## config.mk

```make
export PLATFORM = sky130hd
export DESIGN_NAME = drive_control_word_decoder
export DESIGN_NICKNAME = d
export VERILOG_FILES = /design/src/logic/cmd_word_pkg.sv /design/src/logic/cmd_edge_detect.sv /design/src/logic/cmd_source_select.sv /design/src/logic/drive_control_word_decoder.sv
export SDC_FILE = /design/constraint.sdc
export NUM_CORES = 1
export LEC_CHECK = 0
export ABC_AREA = 1
export BUFFER_PORTS_ARGS = -buffer_cell sky130_fd_sc_hd__buf_4
export CORE_UTILIZATION = 49
export DETAILED_ROUTE_END_ITERATION = 8
export PLACE_DENSITY_LB_ADDON = 0.08
export RECOVER_POWER = 100
export SLEW_MARGIN = 20
export SYNTH_ARGS = -nofsm -noshare
export SYNTH_HDL_FRONTEND = slang
export SYNTH_SLANG_ARGS = --single-unit
```

## constraint.sdc

```tcl
create_clock -name ref_clk -period 1.2 [get_ports ref_clk]
set_input_delay 0.12 -clock ref_clk [delete_from_list [all_inputs] [get_ports ref_clk]]
set_output_delay 0.12 -clock ref_clk [all_outputs]
set_load 0.01 [all_outputs]
```

## src/logic/cmd_word_pkg.sv

```systemverilog
// package: constants and types shared by the command word decoder
package cmd_word_pkg;

  // =====================================================
  // register map
  localparam logic [3:0] ADDR_SOURCE_SEL = 4'h0;
  localparam logic [3:0] ADDR_PROFILE = 4'h1;
  localparam logic [3:0] ADDR_WORD_IMAGE = 4'h2;
  localparam logic [3:0] ADDR_STATUS = 4'h3;
  localparam logic [3:0] ADDR_ASSIGN_MAP = 4'h4;

  // =====================================================
  // field positions
  localparam int BIT_SWITCH_ON = 0;
  localparam int BIT_ENABLE_VOLTAGE = 1;
  localparam int BIT_QUICK_STOP_N = 2;
  localparam int BIT_ENABLE_OP = 3;
  localparam int BIT_FAULT_RESET = 7;
  localparam int BIT_HALT = 8;
  localparam int BIT_IO_FWD = 0;
  localparam int BIT_IO_RUN_AUTH = 0;
  localparam int BIT_IO_FWD_EDGE = 1;

  // =====================================================
  // reset values
  localparam logic [2:0] SOURCE_RESET = 3'h0;
  localparam logic [1:0] PROFILE_RESET = 2'h0;
  localparam logic [15:0] ASSIGN_RESET = 16'h0000;

  // =====================================================
  // command sources
  typedef enum logic [2:0] {
    SRC_TERMINAL = 3'b000,
    SRC_DISPLAY = 3'b001,
    SRC_MODBUS = 3'b010,
    SRC_CANOPEN = 3'b011,
    SRC_FIELDBUS = 3'b100,
    SRC_ETHERNET = 3'b101
  } source_type;

  // control profiles
  typedef enum logic [1:0] {
    PROF_CIA402 = 2'b00,
    PROF_IO_2WIRE = 2'b01,
    PROF_IO_3WIRE = 2'b10
  } profile_type;

  // incoming word with its source tag
  typedef struct packed {
    logic valid;
    logic [2:0] source;
    logic [15:0] word;
  } cmd_in_type;

  // decoded command requests
  typedef struct packed {
    logic switch_on;
    logic voltage_enable;
    logic quick_stop;
    logic run;
    logic fault_reset;
    logic halt;
    logic fwd_run;
    logic [14:0] assignable;
  } cmd_out_type;

endpackage : cmd_word_pkg

```

## src/logic/cmd_edge_detect.sv

```systemverilog
// module: rising edge pulses for edge-sensitive command bits
`timescale 1ns/10ps
`default_nettype none
module cmd_edge_detect #(
  parameter int WIDTH = 2
) (
  ref_clk,
  resetn,
  clk_en,
  level_in,
  rise_out
);
  input wire logic ref_clk;
  input wire logic resetn;
  input wire logic clk_en;
  input wire logic [WIDTH-1:0] level_in;
  output logic [WIDTH-1:0] rise_out;

  logic [WIDTH-1:0] prev_r; // last sampled levels

  // =====================================================
  // previous value register
  always_ff @(posedge ref_clk or negedge resetn) begin
    if (!resetn) begin
      prev_r <= '0;
    end else if (clk_en) begin
      prev_r <= level_in;
    end
  end

  // one pulse per 0 to 1 transition
  assign rise_out = level_in & ~prev_r & {WIDTH{clk_en}};
endmodule : cmd_edge_detect
`default_nettype wire

```

## src/logic/cmd_source_select.sv

```systemverilog
// module: picks the command word of the selected source
`timescale 1ns/10ps
`default_nettype none
module cmd_source_select (
  ref_clk,
  resetn,
  clk_en,
  cmd_in,
  source_sel,
  canopen_fitted,
  fieldbus_fitted,
  word_valid,
  word_value,
  source_ok
);
  input wire logic ref_clk;
  input wire logic resetn;
  input wire logic clk_en;
  input wire cmd_word_pkg::cmd_in_type cmd_in;
  input wire logic [2:0] source_sel;
  input wire logic canopen_fitted;
  input wire logic fieldbus_fitted;
  output logic word_valid;
  output logic [15:0] word_value;
  output logic source_ok;

  // =====================================================
  // selection legality
  wire sel_is_can = (source_sel == cmd_word_pkg::SRC_CANOPEN);
  wire sel_is_fb = (source_sel == cmd_word_pkg::SRC_FIELDBUS);
  wire sel_in_range = (source_sel <= cmd_word_pkg::SRC_ETHERNET);
  // option modules only count when fitted
  assign source_ok = sel_in_range && !(sel_is_can && !canopen_fitted)
    && !(sel_is_fb && !fieldbus_fitted);
  // only the selected source is taken
  wire take = cmd_in.valid && source_ok && (cmd_in.source == source_sel);

  // =====================================================
  // latched word of the active source
  always_ff @(posedge ref_clk or negedge resetn) begin
    if (!resetn) begin
      word_valid <= 1'b0;
      word_value <= 16'h0000;
    end else if (clk_en) begin
      // an illegal or unfitted source drops the old word
      if (!source_ok) begin
        word_valid <= 1'b0;
      end else if (take) begin
        word_valid <= 1'b1;
        word_value <= cmd_in.word;
      end
    end
  end
endmodule : cmd_source_select
`default_nettype wire

```

## src/logic/drive_control_word_decoder.sv

```systemverilog
// module: decoder of the drive command word into run requests
//
// Decided for this implementation: the register offsets and the strobed register port.
`timescale 1ns/10ps
`default_nettype none
// Behaviour
// one selected source; option sources need module
// CiA402 decoding unless I/O profile chosen
// bit 0 high requests switch on
// bit 1 low disables voltage
// bit 2 low requests quick stop
// bit 3 high requests run
// bits 4 to 6 reserved, ignored
// fault reset only on bit 7 rise
// bit 8 high halts, stays enabled
// bits 9-10 reserved; 11-15 assignable
// 2-wire: bit 0 level is forward run
// I/O bit 0 function is fixed
// act only on words of selected source
// 2-wire: bits 1-15 assignable
// 3-wire: bit 0 authorises run
// 3-wire: forward starts on bit 1 rise
// edges detected as one-cycle pulses
// reset selects terminals, outputs inactive
module drive_control_word_decoder (
  ref_clk,
  resetn,
  clk_en,
  cmd_in,
  canopen_fitted,
  fieldbus_fitted,
  reg_addr,
  reg_wdata,
  reg_wr,
  reg_rd,
  reg_rdata,
  cmd_out,
  halt_stop_style
);
  input wire logic ref_clk; // 20 MHz system clock
  input wire logic resetn; // async reset, active low
  input wire logic clk_en; // freezes all state when low
  input wire cmd_word_pkg::cmd_in_type cmd_in; // word from a source
  input wire logic canopen_fitted; // option module strap
  input wire logic fieldbus_fitted; // option module strap
  input wire logic [3:0] reg_addr; // register address
  input wire logic [15:0] reg_wdata; // write data
  input wire logic reg_wr; // write strobe
  input wire logic reg_rd; // read strobe
  output logic [15:0] reg_rdata; // read data, one cycle later
  output cmd_word_pkg::cmd_out_type cmd_out; // decoded requests
  output logic [1:0] halt_stop_style; // configured stop style for halt

  // =====================================================
  // strap synchronisers (pins)
  logic [1:0] fit_meta_r; // first stage
  logic [1:0] fit_sync_r; // second stage

  always_ff @(posedge ref_clk or negedge resetn) begin
    if (!resetn) begin
      fit_meta_r <= 2'h0;
      fit_sync_r <= 2'h0;
    end else if (clk_en) begin
      fit_meta_r <= {fieldbus_fitted, canopen_fitted};
      fit_sync_r <= fit_meta_r;
    end
  end

  // =====================================================
  // configuration registers
  logic [2:0] source_sel_r; // selected command source
  logic [1:0] profile_r; // control profile
  logic [1:0] stop_style_r; // halt stop style
  logic [15:0] assign_map_r; // enables for assignable bits
  logic [15:0] rdata_r; // read data holding
  logic [15:0] rdata_nxt; // read data next

  // address decode
  wire wr_source = reg_wr && (reg_addr == cmd_word_pkg::ADDR_SOURCE_SEL);
  wire wr_profile = reg_wr && (reg_addr == cmd_word_pkg::ADDR_PROFILE);
  wire wr_assign = reg_wr && (reg_addr == cmd_word_pkg::ADDR_ASSIGN_MAP);

  // register writes
  always_ff @(posedge ref_clk or negedge resetn) begin
    if (!resetn) begin
      source_sel_r <= cmd_word_pkg::SOURCE_RESET;
      profile_r <= cmd_word_pkg::PROFILE_RESET;
      stop_style_r <= 2'h0;
      assign_map_r <= cmd_word_pkg::ASSIGN_RESET;
    end else if (clk_en) begin
      if (wr_source) begin
        source_sel_r <= reg_wdata[2:0];
      end
      if (wr_profile) begin
        profile_r <= reg_wdata[1:0];
        stop_style_r <= reg_wdata[5:4];
      end
      if (wr_assign) begin
        assign_map_r <= reg_wdata; // bit 0 stored, but only bits 15:1 are used below
      end
    end
  end

  // =====================================================
  // source selection
  logic word_valid; // a word from the source is present
  logic [15:0] word_value; // that word
  logic source_ok; // selection legal and fitted

  cmd_source_select u_select (
    .ref_clk(ref_clk),
    .resetn(resetn),
    .clk_en(clk_en),
    .cmd_in(cmd_in),
    .source_sel(source_sel_r),
    .canopen_fitted(fit_sync_r[0]),
    .fieldbus_fitted(fit_sync_r[1]),
    .word_valid(word_valid),
    .word_value(word_value),
    .source_ok(source_ok)
  );

  // =====================================================
  // edge detection on fault reset and 3-wire forward
  wire [1:0] edge_levels = {word_value[cmd_word_pkg::BIT_IO_FWD_EDGE] & word_valid,
    word_value[cmd_word_pkg::BIT_FAULT_RESET] & word_valid};
  logic [1:0] edge_rise; // one-cycle rising pulses

  cmd_edge_detect #(
    .WIDTH(2)
  ) u_edges (
    .ref_clk(ref_clk),
    .resetn(resetn),
    .clk_en(clk_en),
    .level_in(edge_levels),
    .rise_out(edge_rise)
  );

  // =====================================================
  // profile decode
  wire is_cia = (profile_r != cmd_word_pkg::PROF_IO_2WIRE)
    && (profile_r != cmd_word_pkg::PROF_IO_3WIRE);
  wire is_2wire = (profile_r == cmd_word_pkg::PROF_IO_2WIRE);
  wire is_3wire = (profile_r == cmd_word_pkg::PROF_IO_3WIRE);
  wire live = word_valid;

  // cia402 fields, bits 4-6 and 9-10 never read
  wire cia_switch_on = live && word_value[cmd_word_pkg::BIT_SWITCH_ON];
  wire cia_volt_en = live && word_value[cmd_word_pkg::BIT_ENABLE_VOLTAGE];
  wire cia_quick = live && !word_value[cmd_word_pkg::BIT_QUICK_STOP_N];
  wire cia_run = live && word_value[cmd_word_pkg::BIT_ENABLE_OP];
  wire cia_halt = live && word_value[cmd_word_pkg::BIT_HALT];
  wire [14:0] cia_assign = {word_value[15:11], 10'h000} & assign_map_r[15:1];

  // 2-wire: fixed forward level on bit 0
  wire w2_fwd = live && word_value[cmd_word_pkg::BIT_IO_FWD];
  wire [14:0] w2_assign = word_value[15:1] & assign_map_r[15:1];

  // 3-wire: run authorisation and forward edge
  wire w3_auth = live && word_value[cmd_word_pkg::BIT_IO_RUN_AUTH];
  logic w3_run_r; // latched forward run in 3-wire
  logic w3_run_nxt;
  assign w3_run_nxt = !(is_3wire && w3_auth) ? 1'b0 : (edge_rise[1] ? 1'b1 : w3_run_r);
  wire [14:0] w3_assign = {word_value[15:2], 1'b0} & assign_map_r[15:1];

  // =====================================================
  // output selection
  wire cmd_word_pkg::cmd_out_type out_nxt; // next value of the output register
  assign out_nxt.switch_on = is_cia && cia_switch_on;
  assign out_nxt.voltage_enable = is_cia && cia_volt_en;
  assign out_nxt.quick_stop = is_cia && cia_quick;
  assign out_nxt.run = is_cia && cia_run;
  assign out_nxt.fault_reset = is_cia && edge_rise[0];
  assign out_nxt.halt = is_cia && cia_halt;
  assign out_nxt.fwd_run = is_2wire ? w2_fwd : (is_3wire ? w3_run_nxt : 1'b0);
  assign out_nxt.assignable = is_cia ? cia_assign : (is_2wire ? w2_assign : w3_assign);

  // read mux
  always_comb begin
    rdata_nxt = 16'h0000;
    if (reg_rd) begin
      unique case (reg_addr)
        cmd_word_pkg::ADDR_SOURCE_SEL: rdata_nxt = {13'h0000, source_sel_r};
        cmd_word_pkg::ADDR_PROFILE: rdata_nxt = {10'h000, stop_style_r, 2'h0, profile_r};
        cmd_word_pkg::ADDR_WORD_IMAGE: rdata_nxt = word_value;
        cmd_word_pkg::ADDR_STATUS: rdata_nxt = {12'h000, fit_sync_r, source_ok, word_valid};
        cmd_word_pkg::ADDR_ASSIGN_MAP: rdata_nxt = assign_map_r;
        default: rdata_nxt = 16'h0000; // unmapped reads zero
      endcase
    end
  end

  // =====================================================
  // output registers
  always_ff @(posedge ref_clk or negedge resetn) begin
    if (!resetn) begin
      cmd_out <= '0;
      w3_run_r <= 1'b0;
      rdata_r <= 16'h0000;
    end else if (clk_en) begin
      cmd_out <= out_nxt;
      w3_run_r <= w3_run_nxt;
      rdata_r <= rdata_nxt;
    end
  end
  assign reg_rdata = rdata_r;

  // stop style follows its register directly
  assign halt_stop_style = stop_style_r;

  // =====================================================
  // assertions
  chk_fault_pulse_once: assert property (@(posedge ref_clk) disable iff (!resetn)
    clk_en && cmd_out.fault_reset |=> !cmd_out.fault_reset || !clk_en)
    else $error("fault reset pulse longer than one cycle");
  chk_reset_inactive: assert property (@(posedge ref_clk) disable iff (!resetn)
    !word_valid && clk_en |=> !cmd_out.run && !cmd_out.switch_on)
    else $error("command active without a word");
  chk_io_no_cia: assert property (@(posedge ref_clk) disable iff (!resetn)
    !is_cia && clk_en |=> !cmd_out.run && !cmd_out.halt)
    else $error("cia402 output in io profile");
  chk_switch_on_bit: assert property (@(posedge ref_clk) disable iff (!resetn)
    clk_en && is_cia && live |=> cmd_out.switch_on == $past(word_value[0]))
    else $error("switch on does not follow bit 0");
  chk_quick_stop_bit: assert property (@(posedge ref_clk) disable iff (!resetn)
    clk_en && is_cia && live |=> cmd_out.quick_stop == !$past(word_value[2]))
    else $error("quick stop does not follow bit 2");
  chk_two_wire_fwd: assert property (@(posedge ref_clk) disable iff (!resetn)
    clk_en && is_2wire |=> cmd_out.fwd_run == $past(w2_fwd))
    else $error("2-wire forward wrong");
  chk_three_wire_auth: assert property (@(posedge ref_clk) disable iff (!resetn)
    clk_en && is_3wire && !w3_auth |=> !cmd_out.fwd_run)
    else $error("3-wire run without authorisation");
  chk_source_gate: assert property (@(posedge ref_clk) disable iff (!resetn)
    clk_en && !source_ok |=> !word_valid)
    else $error("word kept from illegal source");
  cov_fault_reset: cover property (@(posedge ref_clk) disable iff (!resetn) cmd_out.fault_reset);
  cov_three_wire_run: cover property (@(posedge ref_clk) disable iff (!resetn)
    is_3wire && cmd_out.fwd_run);
  cov_cia_run: cover property (@(posedge ref_clk) disable iff (!resetn) cmd_out.run);

  // =====================================================
  // further checks on the cia402 fields
  // voltage permission follows bit 1 one cycle later
  chk_voltage_bit: assert property (@(posedge ref_clk) disable iff (!resetn)
    clk_en && is_cia && live |=> cmd_out.voltage_enable == $past(word_value[1]))
    else $error("voltage enable does not follow bit 1");
  // run request follows bit 3
  chk_run_bit: assert property (@(posedge ref_clk) disable iff (!resetn)
    clk_en && is_cia && live |=> cmd_out.run == $past(word_value[3]))
    else $error("run does not follow bit 3");
  // halt follows bit 8 as a level
  chk_halt_bit: assert property (@(posedge ref_clk) disable iff (!resetn)
    clk_en && is_cia && live |=> cmd_out.halt == $past(word_value[8]))
    else $error("halt does not follow bit 8");
  // reserved and low word bits never reach the assignable outputs
  chk_cia_reserved: assert property (@(posedge ref_clk) disable iff (!resetn)
    clk_en && is_cia |=> cmd_out.assignable[9:0] == 10'h000)
    else $error("reserved bit passed in cia402 profile");
  // a held fault reset level gives no new pulse
  chk_fault_static: assert property (@(posedge ref_clk) disable iff (!resetn)
    clk_en && $past(clk_en) && is_cia && edge_levels[0] && $past(edge_levels[0])
    |=> !cmd_out.fault_reset)
    else $error("fault reset on a static level");
  // cia402 profile never shows the io forward run
  chk_cia_no_fwd: assert property (@(posedge ref_clk) disable iff (!resetn)
    clk_en && is_cia |=> !cmd_out.fwd_run)
    else $error("forward run in cia402 profile");
  // io profiles keep the cia402 levels off
  chk_io_levels_off: assert property (@(posedge ref_clk) disable iff (!resetn)
    !is_cia && clk_en |=> !cmd_out.switch_on && !cmd_out.voltage_enable && !cmd_out.quick_stop)
    else $error("cia402 level in io profile");

  // =====================================================
  // checks on edges, sources and the bus
  // edge pulses last one enabled cycle
  chk_edge_single: assert property (@(posedge ref_clk) disable iff (!resetn)
    clk_en && edge_rise[0] |=> !edge_rise[0])
    else $error("fault edge pulse repeated");
  chk_fwd_edge_single: assert property (@(posedge ref_clk) disable iff (!resetn)
    clk_en && edge_rise[1] |=> !edge_rise[1])
    else $error("forward edge pulse repeated");
  // 3-wire: authorised rise starts forward run
  chk_three_wire_start: assert property (@(posedge ref_clk) disable iff (!resetn)
    clk_en && is_3wire && w3_auth && edge_rise[1] |=> cmd_out.fwd_run)
    else $error("3-wire forward did not start on rise");
  // 3-wire: running state holds while authorised
  chk_three_wire_hold: assert property (@(posedge ref_clk) disable iff (!resetn)
    clk_en && is_3wire && w3_auth && w3_run_r |=> cmd_out.fwd_run)
    else $error("3-wire forward dropped while authorised");
  // a word of another source leaves the latched word alone
  chk_other_source: assert property (@(posedge ref_clk) disable iff (!resetn)
    clk_en && cmd_in.valid && (cmd_in.source != source_sel_r) |=> $stable(word_value))
    else $error("word taken from a source not selected");
  // a word of the selected legal source is latched
  chk_word_taken: assert property (@(posedge ref_clk) disable iff (!resetn)
    clk_en && cmd_in.valid && source_ok && (cmd_in.source == source_sel_r)
    |=> word_valid && word_value == $past(cmd_in.word))
    else $error("selected word not latched");
  // read data stand only in the cycle after a read
  chk_rdata_idle: assert property (@(posedge ref_clk) disable iff (!resetn)
    clk_en && !reg_rd |=> reg_rdata == 16'h0000)
    else $error("read data present without a read");
  // low clock enable freezes the outputs
  chk_freeze_outputs: assert property (@(posedge ref_clk) disable iff (!resetn)
    !clk_en |=> $stable(cmd_out))
    else $error("outputs moved while clock enable low");
  cov_two_wire_fwd: cover property (@(posedge ref_clk) disable iff (!resetn)
    is_2wire && cmd_out.fwd_run);
  cov_frozen: cover property (@(posedge ref_clk) disable iff (!resetn)
    !clk_en && cmd_in.valid);
endmodule : drive_control_word_decoder
`default_nettype wire
```

* Yosys cells after proc, flatten, opt, wreduce, memory -nomap -nowiden
Cells that the tools add are included.
** Storage, ports and cells
- Register bits after elaboration :: 85
- Input bits :: 47
- Output and inout port bits :: 40
** Cells by class
- Magnitude comparators :: 1
- Equality and inequality tests :: 12
- Muxes and demuxes :: 10
- Bitwise gates (word level) :: 8
- Reductions and logical operators :: 33
** Operators with widths (count)
- $pmux 16 s5 :: 1
- $and 15x15->15 :: 3
- $mux 15 :: 2
- $logic_and 1x1->1 :: 22
- $mux 16 :: 1
- $eq 4x2->1 const B :: 2
- $reduce_and 2->1 :: 4
- $mux 1 :: 6
- $logic_not 1->1 :: 5
- $and 2x2->2 :: 2
- $eq 4x1->1 const B :: 1
- $eq 4x3->1 const B :: 1
- $logic_not 4->1 :: 1
- $ne 2x1->1 const B :: 2
- $eq 3x2->1 const B :: 1
- $eq 3x3->1 :: 1
- $eq 3x3->1 const B :: 1
- $le 3x3->1 const B :: 1
- $reduce_and 3->1 :: 1
- $and 1x1->1 :: 2
- $eq 2x1->1 const B :: 1
- $eq 2x2->1 const B :: 1
- $ne 2x2->1 const B :: 1
- $not 2->2 :: 1

* Longest topological paths before layout
Gate-level depths: netlist (run 1).
- Depth in word-level cells :: 9
- Mapped depth :: 8
- Gate-level depth less buffers :: 8

* Hierarchy
A second synthesis (run 1) with hierarchy kept.
** Unflattened totals
- Cells, all modules :: 462
- Area total of the unflattened synthesis :: 4037.6 um2
** By module, submodules not included
- drive_control_word_decoder :: times used 1, cells an instance 355, area an instance 3114.2 um2, sequential area each 1651.6 um2
- cmd_source_select :: times used 1, cells an instance 96, area an instance 834.6 um2, sequential area each 425.4 um2
- cmd_edge_detect :: times used 1, cells an instance 11, area an instance 88.8 um2, sequential area each 50.0 um2

* Worst setup path before layout (run 1)
Ideal clock, no wire load.
- Path type :: register to register
- Start :: register source_sel_r[0]
- End :: register u_select.word_value[12]
- Data arrival time :: 1.105 ns
- Path slack :: -0.026 ns
- Stages on the path, launching flop included :: 8
- Buffers on the path :: 1
- Cell sequence :: dfrtp_1 inv_1 nor2_1 o21ai_1 nand3_2 buf_2 nand2_1 o21ai_1
** On the way
- Word-level cells in the longest chain between the ends :: 8
** Ends and longest elaborated chain
- from (decl) :: RTL line drive_control_word_decoder.sv:71 : logic [2:0] source_sel_r;
- from (signal assigned) :: RTL line drive_control_word_decoder.sv:86 : source_sel_r <= cmd_word_pkg::SOURCE_RESET;
- from (signal assigned) :: RTL line drive_control_word_decoder.sv:92 : source_sel_r <= reg_wdata[2:0];
- branches (longest 7 deep; another with $le 3x3->1)
- $reduce_and 3->1 (no line) (*)
- to (signal assigned) :: RTL line cmd_source_select.sv:50 : word_value <= cmd_in.word;
- to (decl) :: RTL line cmd_source_select.sv:24 : output logic [15:0] word_value;
Mark *: on every way between the ends.
A chain may end at the register's enable or synchronous reset.

* Final worst setup path (run 1)
- Start :: register source_sel_r[1]
- End :: register u_select.word_value[2]
The elaborated chain is that of the path after synthesis.

==> metrics, run 1 <==
status finished, violations left; violated checks negative setup slack; Mapped Cells between 400 and 500; Worst path top cell family by delay flip-flops; critical path's slowest cell dfrtp_1; largest net degree at the start of global routing 43; Bufs on Longest Clock Path 2; CP Buf/Inv Count 1; gr ovfl total 0; Async SR Flop Fraction 100%; max incr delay on CP roughly 430 ps; antenna diode count 0; Hold Path Class input port to flip-flop; DIE AREA 8170 um2; post-synthesis sequential area ratio 55.5%; Clock transition at path regs 90 ps; layout net count 624; Synthesized Nets 499; initial antenna violation count 0; Final Hold Vio Count 0; vias in the first global route 3312; final WL 9900 um; global-route wire length before repair approximately 16000 um; area grow syn2layout 30.7%; FF-to-FF End u_select.word_value[2]$_DFFE_PN0P_; GP Congestion 0.870; Hold Startpoint reg_wdata[5]; CTS H-Tree Depth 3; fin. max-slew vios 0; WHS about 5.4 ps; design area 5010 um2; IO Count 87; Fill cells 700; Final Critical Period about 1300 ps; fin crit share 106%; pwr dens 1570 nW/um2; worst path cell trace o21bai_1 -> o21ai_2 -> nand3_2 -> buf_12 -> nand2_1 -> o21ai_1; DP HPWL 7130 um; fmax 0.783 GHz; Final TNS setup -1040 ps; CTS Root Cell clkbuf_8; CTS tree built; initial DRC count 234; DR vias around 3400; Cell variety after synth 30; Initial Utilization slightly above 50%; commonest register cell after synthesis dfrtp_1; Port Buffers 86; R2R Setup Slk -80 ps; synthesized area roughly 3800 um2; number of buffers added for setup after CTS 0; post-route ant nets 0; TritonCTS Buffers 9; Detailed Routing Iterations Pass 1 5; die span in x roughly 90 um; Setup CP Type flip-flop to flip-flop; Max Cap Viol 0; vias per cell about 5; final cell count without fillers 678; Ys Warns 0; gr usage total 25.8%; r2r startpoint source_sel_r[1]$_DFFE_PN0P_; Crit. End Element flip-flop; share of cells above drive strength 1 between 20% and 30%; Placed Cells 645; DRC violations left 0; pre-CTS setup slack -86.1 ps; peak supply drop 844 uV; type of origin of the critical path flip-flop; Yosys reg bits 85; relative slew slack 48.3%; CORE AREA roughly 7400 um2; PnR worst setup slack -77.1 ps; RSZ-0062 raised after global routing true; clock skew 11.0 ps; CP Data Required Time 1430 ps; clk sink count 85; Worst Hold End assign_map_r[5]$_DFFE_PN0P_; CP arrival about 1500 ps; Setup violations, final 19; Leakage 2.58 nW; routed len/inst 14.6 um; number of synthesized flops with an enable pin 0; WHS Path Cells 3; worst reg2reg path depth 6; Seq. cell area 2130 um2; FP Rows 31; Die Y 90.4 um; worst-margin pin slew just under 800 ps; clk_lat worst skew roughly 350 ps; multi-input logic area 1450 um2; Critical Path Fanout Max 33; synthesized area per cell 8.51 um2; area post-placement 4780 um2
[metrics by stage]
step	utilization (%)	total power, W
after detailed placement	64.5	0.00582
after floorplan	-	0.00485
final	67.6	0.00785
after global routing	67.6	0.00832
after CTS	70.3	0.00797
after global placement	64.5	0.00575
[synthesized netlist by cell type, drive strengths merged (2+ instances only)]
cell | n | area share [%]
nand2 | 167 | 17
clkbuf | 4 | 0.42
o21bai | 2 | 0.39
o21ai | 51 | 6.7
inv | 58 | 5.7
o31ai | 10 | 2.0
a21oi | 2 | 0.56
nand4 | 4 | 0.65
o211ai | 2 | 0.39
nor2 | 14 | 2.5
ha | 2 | 0.65
nand3 | 25 | 3.5
dfrtp | 85 | 56
o22ai | 6 | 0.98
buf | 14 | 2.5
o21a | 2 | 0.39
[logic make-up after synthesis]
logic type,after synthesis,synth area share [%]
buffers and inverters,76,8.62
DFF,85,55.5
and+or+nand+nor,211,23.5
adders and majority gates,2,0.653
AOI/OAI and AO/OA,75,11.3
muxes,1,0.392
[placed cells by master, fill, tap and decap left out, types with 2 or more instances in the layout]
| master | n |
|---|---|
| nand2_1 | 164 |
| dfrtp_1 | 84 |
| buf_4 | 62 |
| inv_1 | 52 |
| clkbuf_1 | 41 |
| o21ai_1 | 36 |
| nand3_1 | 23 |
| dlygate4sd3_1 | 18 |
| o21ai_0 | 14 |
| nor2_1 | 10 |
| clkbuf_8 | 9 |
| o31ai_2 | 6 |
| o22ai_1 | 6 |
| clkbuf_2 | 6 |
| inv_2 | 5 |
| nand4_1 | 4 |
| o31ai_4 | 2 |
| o31ai_1 | 2 |
| nor2_4 | 2 |
| nor2_2 | 2 |
| nand2_2 | 2 |
| o211ai_1 | 2 |
| o21bai_1 | 2 |
| nand3_2 | 2 |
| o21a_1 | 2 |
| clkinvlp_4 | 2 |
| inv_6 | 2 |
| buf_12 | 2 |
[per-layer routing]
layer | wire, um | GRT usage, % | up-vias
met4 | 156 | 9.01 | 0
met1 | 4620 | 37.9 | 1592
li1 | - | - | 1671
met2 | 4490 | 39.1 | 128
met3 | 634 | 3.79 | 12
met5 | 0 | 0 | -
[how the worst max path moves through the flow]
stage / start / cells past startpoint / end / slack, ps
2_1_floorplan: source_sel_r[0]$_DFFE_PN0P_ / 7 / u_select.word_value[12]$_DFFE_PN0P_ / 30
3_5_place_dp: profile_r[0]$_DFFE_PN0P_ / 5 / cmd_out[5]$_DFFE_PN0P_ / -90
4_1_cts: source_sel_r[0]$_DFFE_PN0P_ / 7 / u_select.word_value[2]$_DFFE_PN0P_ / -80
5_1_grt: clk_en / 6 / cmd_out[7]$_DFFE_PN0P_ / -150
6_report: source_sel_r[1]$_DFFE_PN0P_ / 6 / u_select.word_value[2]$_DFFE_PN0P_ / -80
3_3_place_gp: profile_r[0]$_DFFE_PN0P_ / 5 / cmd_out[8]$_DFFE_PN0P_ / -8
[where the power goes]
part           internal [W]  total (W)  switching [W]
logic              0.000767    0.00189        0.00112
registers           0.00349    0.00397       0.000480
clock network      0.000968    0.00200        0.00103
total               0.00522    0.00785        0.00263
[worst register-to-register path, cell delays in order, from the launching register on]
cell and delay [ps]:
dfrtp_1 430, o21bai_1 190, o21ai_2 90, nand3_2 130
buf_12 180, nand2_1 70, o21ai_1 60
[what timing repair did]
action | CTS | global route
gates cloned | 1 | 0
resized for setup | 13 | 17
endpoints found under the hold margin | 102 | 0
pin swaps | 4 | 6
hold buffers | 18 | 0
endpoints found under the setup margin | 27 | 25
[flip-flops by register name (all words and copies together), names as in the netlist]
register	count
assign_map_r	16
cmd_out	22
fit_meta_r	2
fit_sync_r	2
halt_stop_style	2
profile_r	2
reg_rdata	16
source_sel_r	3
u_edges.prev_r	2
u_select.word_valid	1
u_select.word_value	16
w3_run_r	1
[final cells by class]
cell class,count,area share (%)
clock inverters,6,1.42
inverters,58,4.50
well taps,99,2.47
repair buffers,131,17.7
flip-flops and latches,85,42.5
multi-input cells,290,28.9
clock buffers,9,2.47
Power figures use the tool's default switching activity.
==> run 2, diff against run 1 <==
- CORE_MARGIN: not set -> 2
- SLEW_MARGIN: 20 -> not set
- clock period: 1.2 -> 1.1 ns (I/O delays scaled with it)
==> run 2 against run 1 <==
Against the previous run:
- the flow still finishes with violations (negative setup slack)
- total power increased by 12%
- via count increased by 6.3%
- clock power about the same
- die area increased by 4.5%
- clock skew increased by 1.5 ps
- utilization increased by 2.7 points
- first-iteration DRC count decreased by 6.8%
- final cell count increased by 4.7%
- critical path type unchanged
- critical endpoint is now u_select.word_value[14]$_DFFE_PN0P_
==> metrics, run 2 (same netlist as run 1, synthesis figures left out) <==
area post-placement 4880 um2 (was 4780 um2); TritonCTS Buffers 9 (unchanged); final WL 10900 um (was 9900 um); pwr dens 1630 nW/um2 (was 1570 nW/um2); WHS 0.853 ps (was 5.43 ps); Final Critical Period 1270 ps (was 1280 ps); fin crit share 115% (was 106%); critical path's slowest cell dfrtp_1 (unchanged); clk sink count 85 (unchanged); CTS H-Tree Depth 3 (unchanged); worst-margin pin slew 757 ps (was 776 ps); vias per cell 5.10 (was 5.02); Final TNS setup -3110 ps (was -1040 ps); die span in x 92.4 um (was 90.4 um); FP Rows 32 (was 31); gr usage total 26.7% (was 25.8%); Critical Path Fanout Max 32 (was 33); PnR worst setup slack -166 ps (was -77.1 ps); Initial Utilization 50.1% (was 51.7%); clock skew 12.5 ps (was 11.0 ps); Die Y 92.4 um (was 90.4 um); routed len/inst 15.3 um (was 14.6 um); DR vias 3618 (was 3403); design area 5380 um2 (was 5010 um2); Clock transition at path regs 80 ps (was 90 ps); CP arrival 1510 ps (about the same); share of cells above drive strength 1 25.8% (was 20.2%); worst path cell trace nand2_1 -> nand3_2 -> nor2_2 -> nand3_2 -> buf_12 -> nand2_1 -> o21ai_1 (was o21bai_1 -> o21ai_2 -> nand3_2 -> buf_12 -> nand2_1 -> o21ai_1); initial DRC count 218 (was 234); Setup violations, final 31 (was 19); violated checks negative setup slack (unchanged); IO Count 87 (unchanged); DIE AREA 8540 um2 (was 8170 um2); CTS tree built (unchanged); Setup CP Type flip-flop to flip-flop (unchanged); Hold Path Class input port to flip-flop (unchanged); CORE AREA 7650 um2 (was 7410 um2); area grow syn2layout 40.4% (was 30.7%); most frequent cells in the layout nand2_1, dfrtp_1, buf_4 (unchanged); CTS Root Cell clkbuf_8 (unchanged); Max Cap Viol 0 (unchanged); CP Data Required Time 1350 ps (was 1430 ps); RSZ-0062 raised after global routing true (unchanged); layout net count 653 (was 624); max reg flops 22 (unchanged); global-route wire length before repair 17500 um (was 16400 um); most common cell after layout, fill and taps aside nand2_1 (unchanged); relative slew slack 49.5% (was 48.3%); Final Hold Vio Count 0 (unchanged); fin. max-slew vios 0 (unchanged); Leakage 2.74 nW (was 2.58 nW); initial antenna violation count 0 (unchanged); post-route ant nets 0 (unchanged); largest net degree at the start of global routing 86 (was 43); max incr delay on CP 440 ps (was 430 ps); fmax 0.790 GHz (was 0.783 GHz); gr ovfl total 0 (unchanged); peak supply drop 1030 uV (was 844 uV); Reg with most FFs cmd_out (unchanged); Port Buffers 86 (unchanged); Crit. End Element flip-flop (unchanged); status finished, violations left (unchanged); GP Congestion 0.954 (was 0.870); DRC violations left 0 (unchanged); clk_lat worst skew 360 ps (was 350 ps); antenna diode count 0 (unchanged); Bufs on Longest Clock Path 2 (unchanged); Detailed Routing Iterations Pass 1 5 (unchanged); R2R Setup Slk -170 ps (was -80 ps); vias in the first global route 3577 (was 3312); DP HPWL 7490 um (was 7130 um); type of origin of the critical path flip-flop (unchanged)
## run 2: cell types whose count changed in the layout (fill, tap and decap cells not counted), sizes merged
| cell | previous run | this run |
|---|---|---|
| bufinv | 1 | 0 |
| clkinvlp | 2 | 3 |
| inv | 60 | 59 |
| dlygate4sd3 | 18 | 25 |
| buf | 66 | 86 |
| clkbuf | 56 | 58 |
| clkinv | 1 | 2 |
## run 2: worst paths after layout
check / start / to / cells past startpoint
max: source_sel_r[2]$_DFFE_PN0P_ / u_select.word_value[14]$_DFFE_PN0P_ / 7
min: cmd_in[3] / u_select.word_value[3]$_DFFE_PN0P_ / 3
max reg2reg: source_sel_r[2]$_DFFE_PN0P_ / u_select.word_value[14]$_DFFE_PN0P_ / 7
min reg2reg: reg_rdata[9]$_DFFE_PN0P_ / reg_rdata[9]$_DFFE_PN0P_ / 2
max in group asynchronous: resetn / u_select.word_valid$_DFFE_PN0P_ / 3
min in group asynchronous: resetn / reg_rdata[2]$_DFFE_PN0P_ / 3
## run 2: cell type report
| cell class | instances | area, um2 |
|---|---|---|
| Sequential cell | 85 | 2130 |
| Timing Repair Buffer | 160 | 1140 |
| Inverter | 58 | 233 |
| Tap cell | 102 | 128 |
| Multi-Input combinational cell | 290 | 1580 |
| Fill cell | 646 | 2270 |
| Clock buffer | 9 | 124 |
| Clock inverter | 6 | 48.8 |
## run 2: repair_timing
action                                 4_1_cts  5_1_grt
setup endpoints to repair                   30       38
pin swaps                                    3       14
hold buffers                                25        0
resized for setup                           24       36
cloned                                       1        0
setup buffers                                3        4
endpoints found under the hold margin      110        0
## run 2: per-stage QoR
step / power [W] / utilization (%) / worst slack [ps] / cells
2_1_floorplan: 0.00530 / - / -55.5 / 450
3_5_place_dp: 0.00642 / 63.8 / -181 / 662
3_3_place_gp: 0.00635 / 63.8 / -161 / 662
5_1_grt: 0.00932 / 70.3 / -253 / 710
6_report: 0.00879 / 70.3 / -166 / 710
4_1_cts: 0.00876 / 71.2 / -164 / 706
## run 2: worst max-delay path: cells and delay by family, from the launching register on
kind,cells,cell delay (ps)
DFF,1,440
AOI/OAI and AO/OA,1,60
and+or+nand+nor,5,470
buffers and inverters,1,190
## run 2: metal layers
| metal | routed length [um] | up-vias | track usage, % | share of wire (%) |
|---|---|---|---|---|
| li1 | - | 1743 | - | - |
| met1 | 4800 | 1717 | 37.5 | 44 |
| met2 | 5230 | 140 | 42.2 | 48 |
| met3 | 650 | 18 | 4.23 | 6.0 |
| met4 | 208 | 0 | 9.45 | 1.9 |
| met5 | 0 | - | 0 | 0 |
## run 2: where the power goes
part	total (W)	switching [W]	internal [W]	leakage [nW]
registers	0.00431	0.000508	0.00380	1.10
logic	0.00250	0.00142	0.00108	1.56
clock network	0.00198	0.00115	0.000826	0.0783
total	0.00879	0.00308	0.00571	2.74
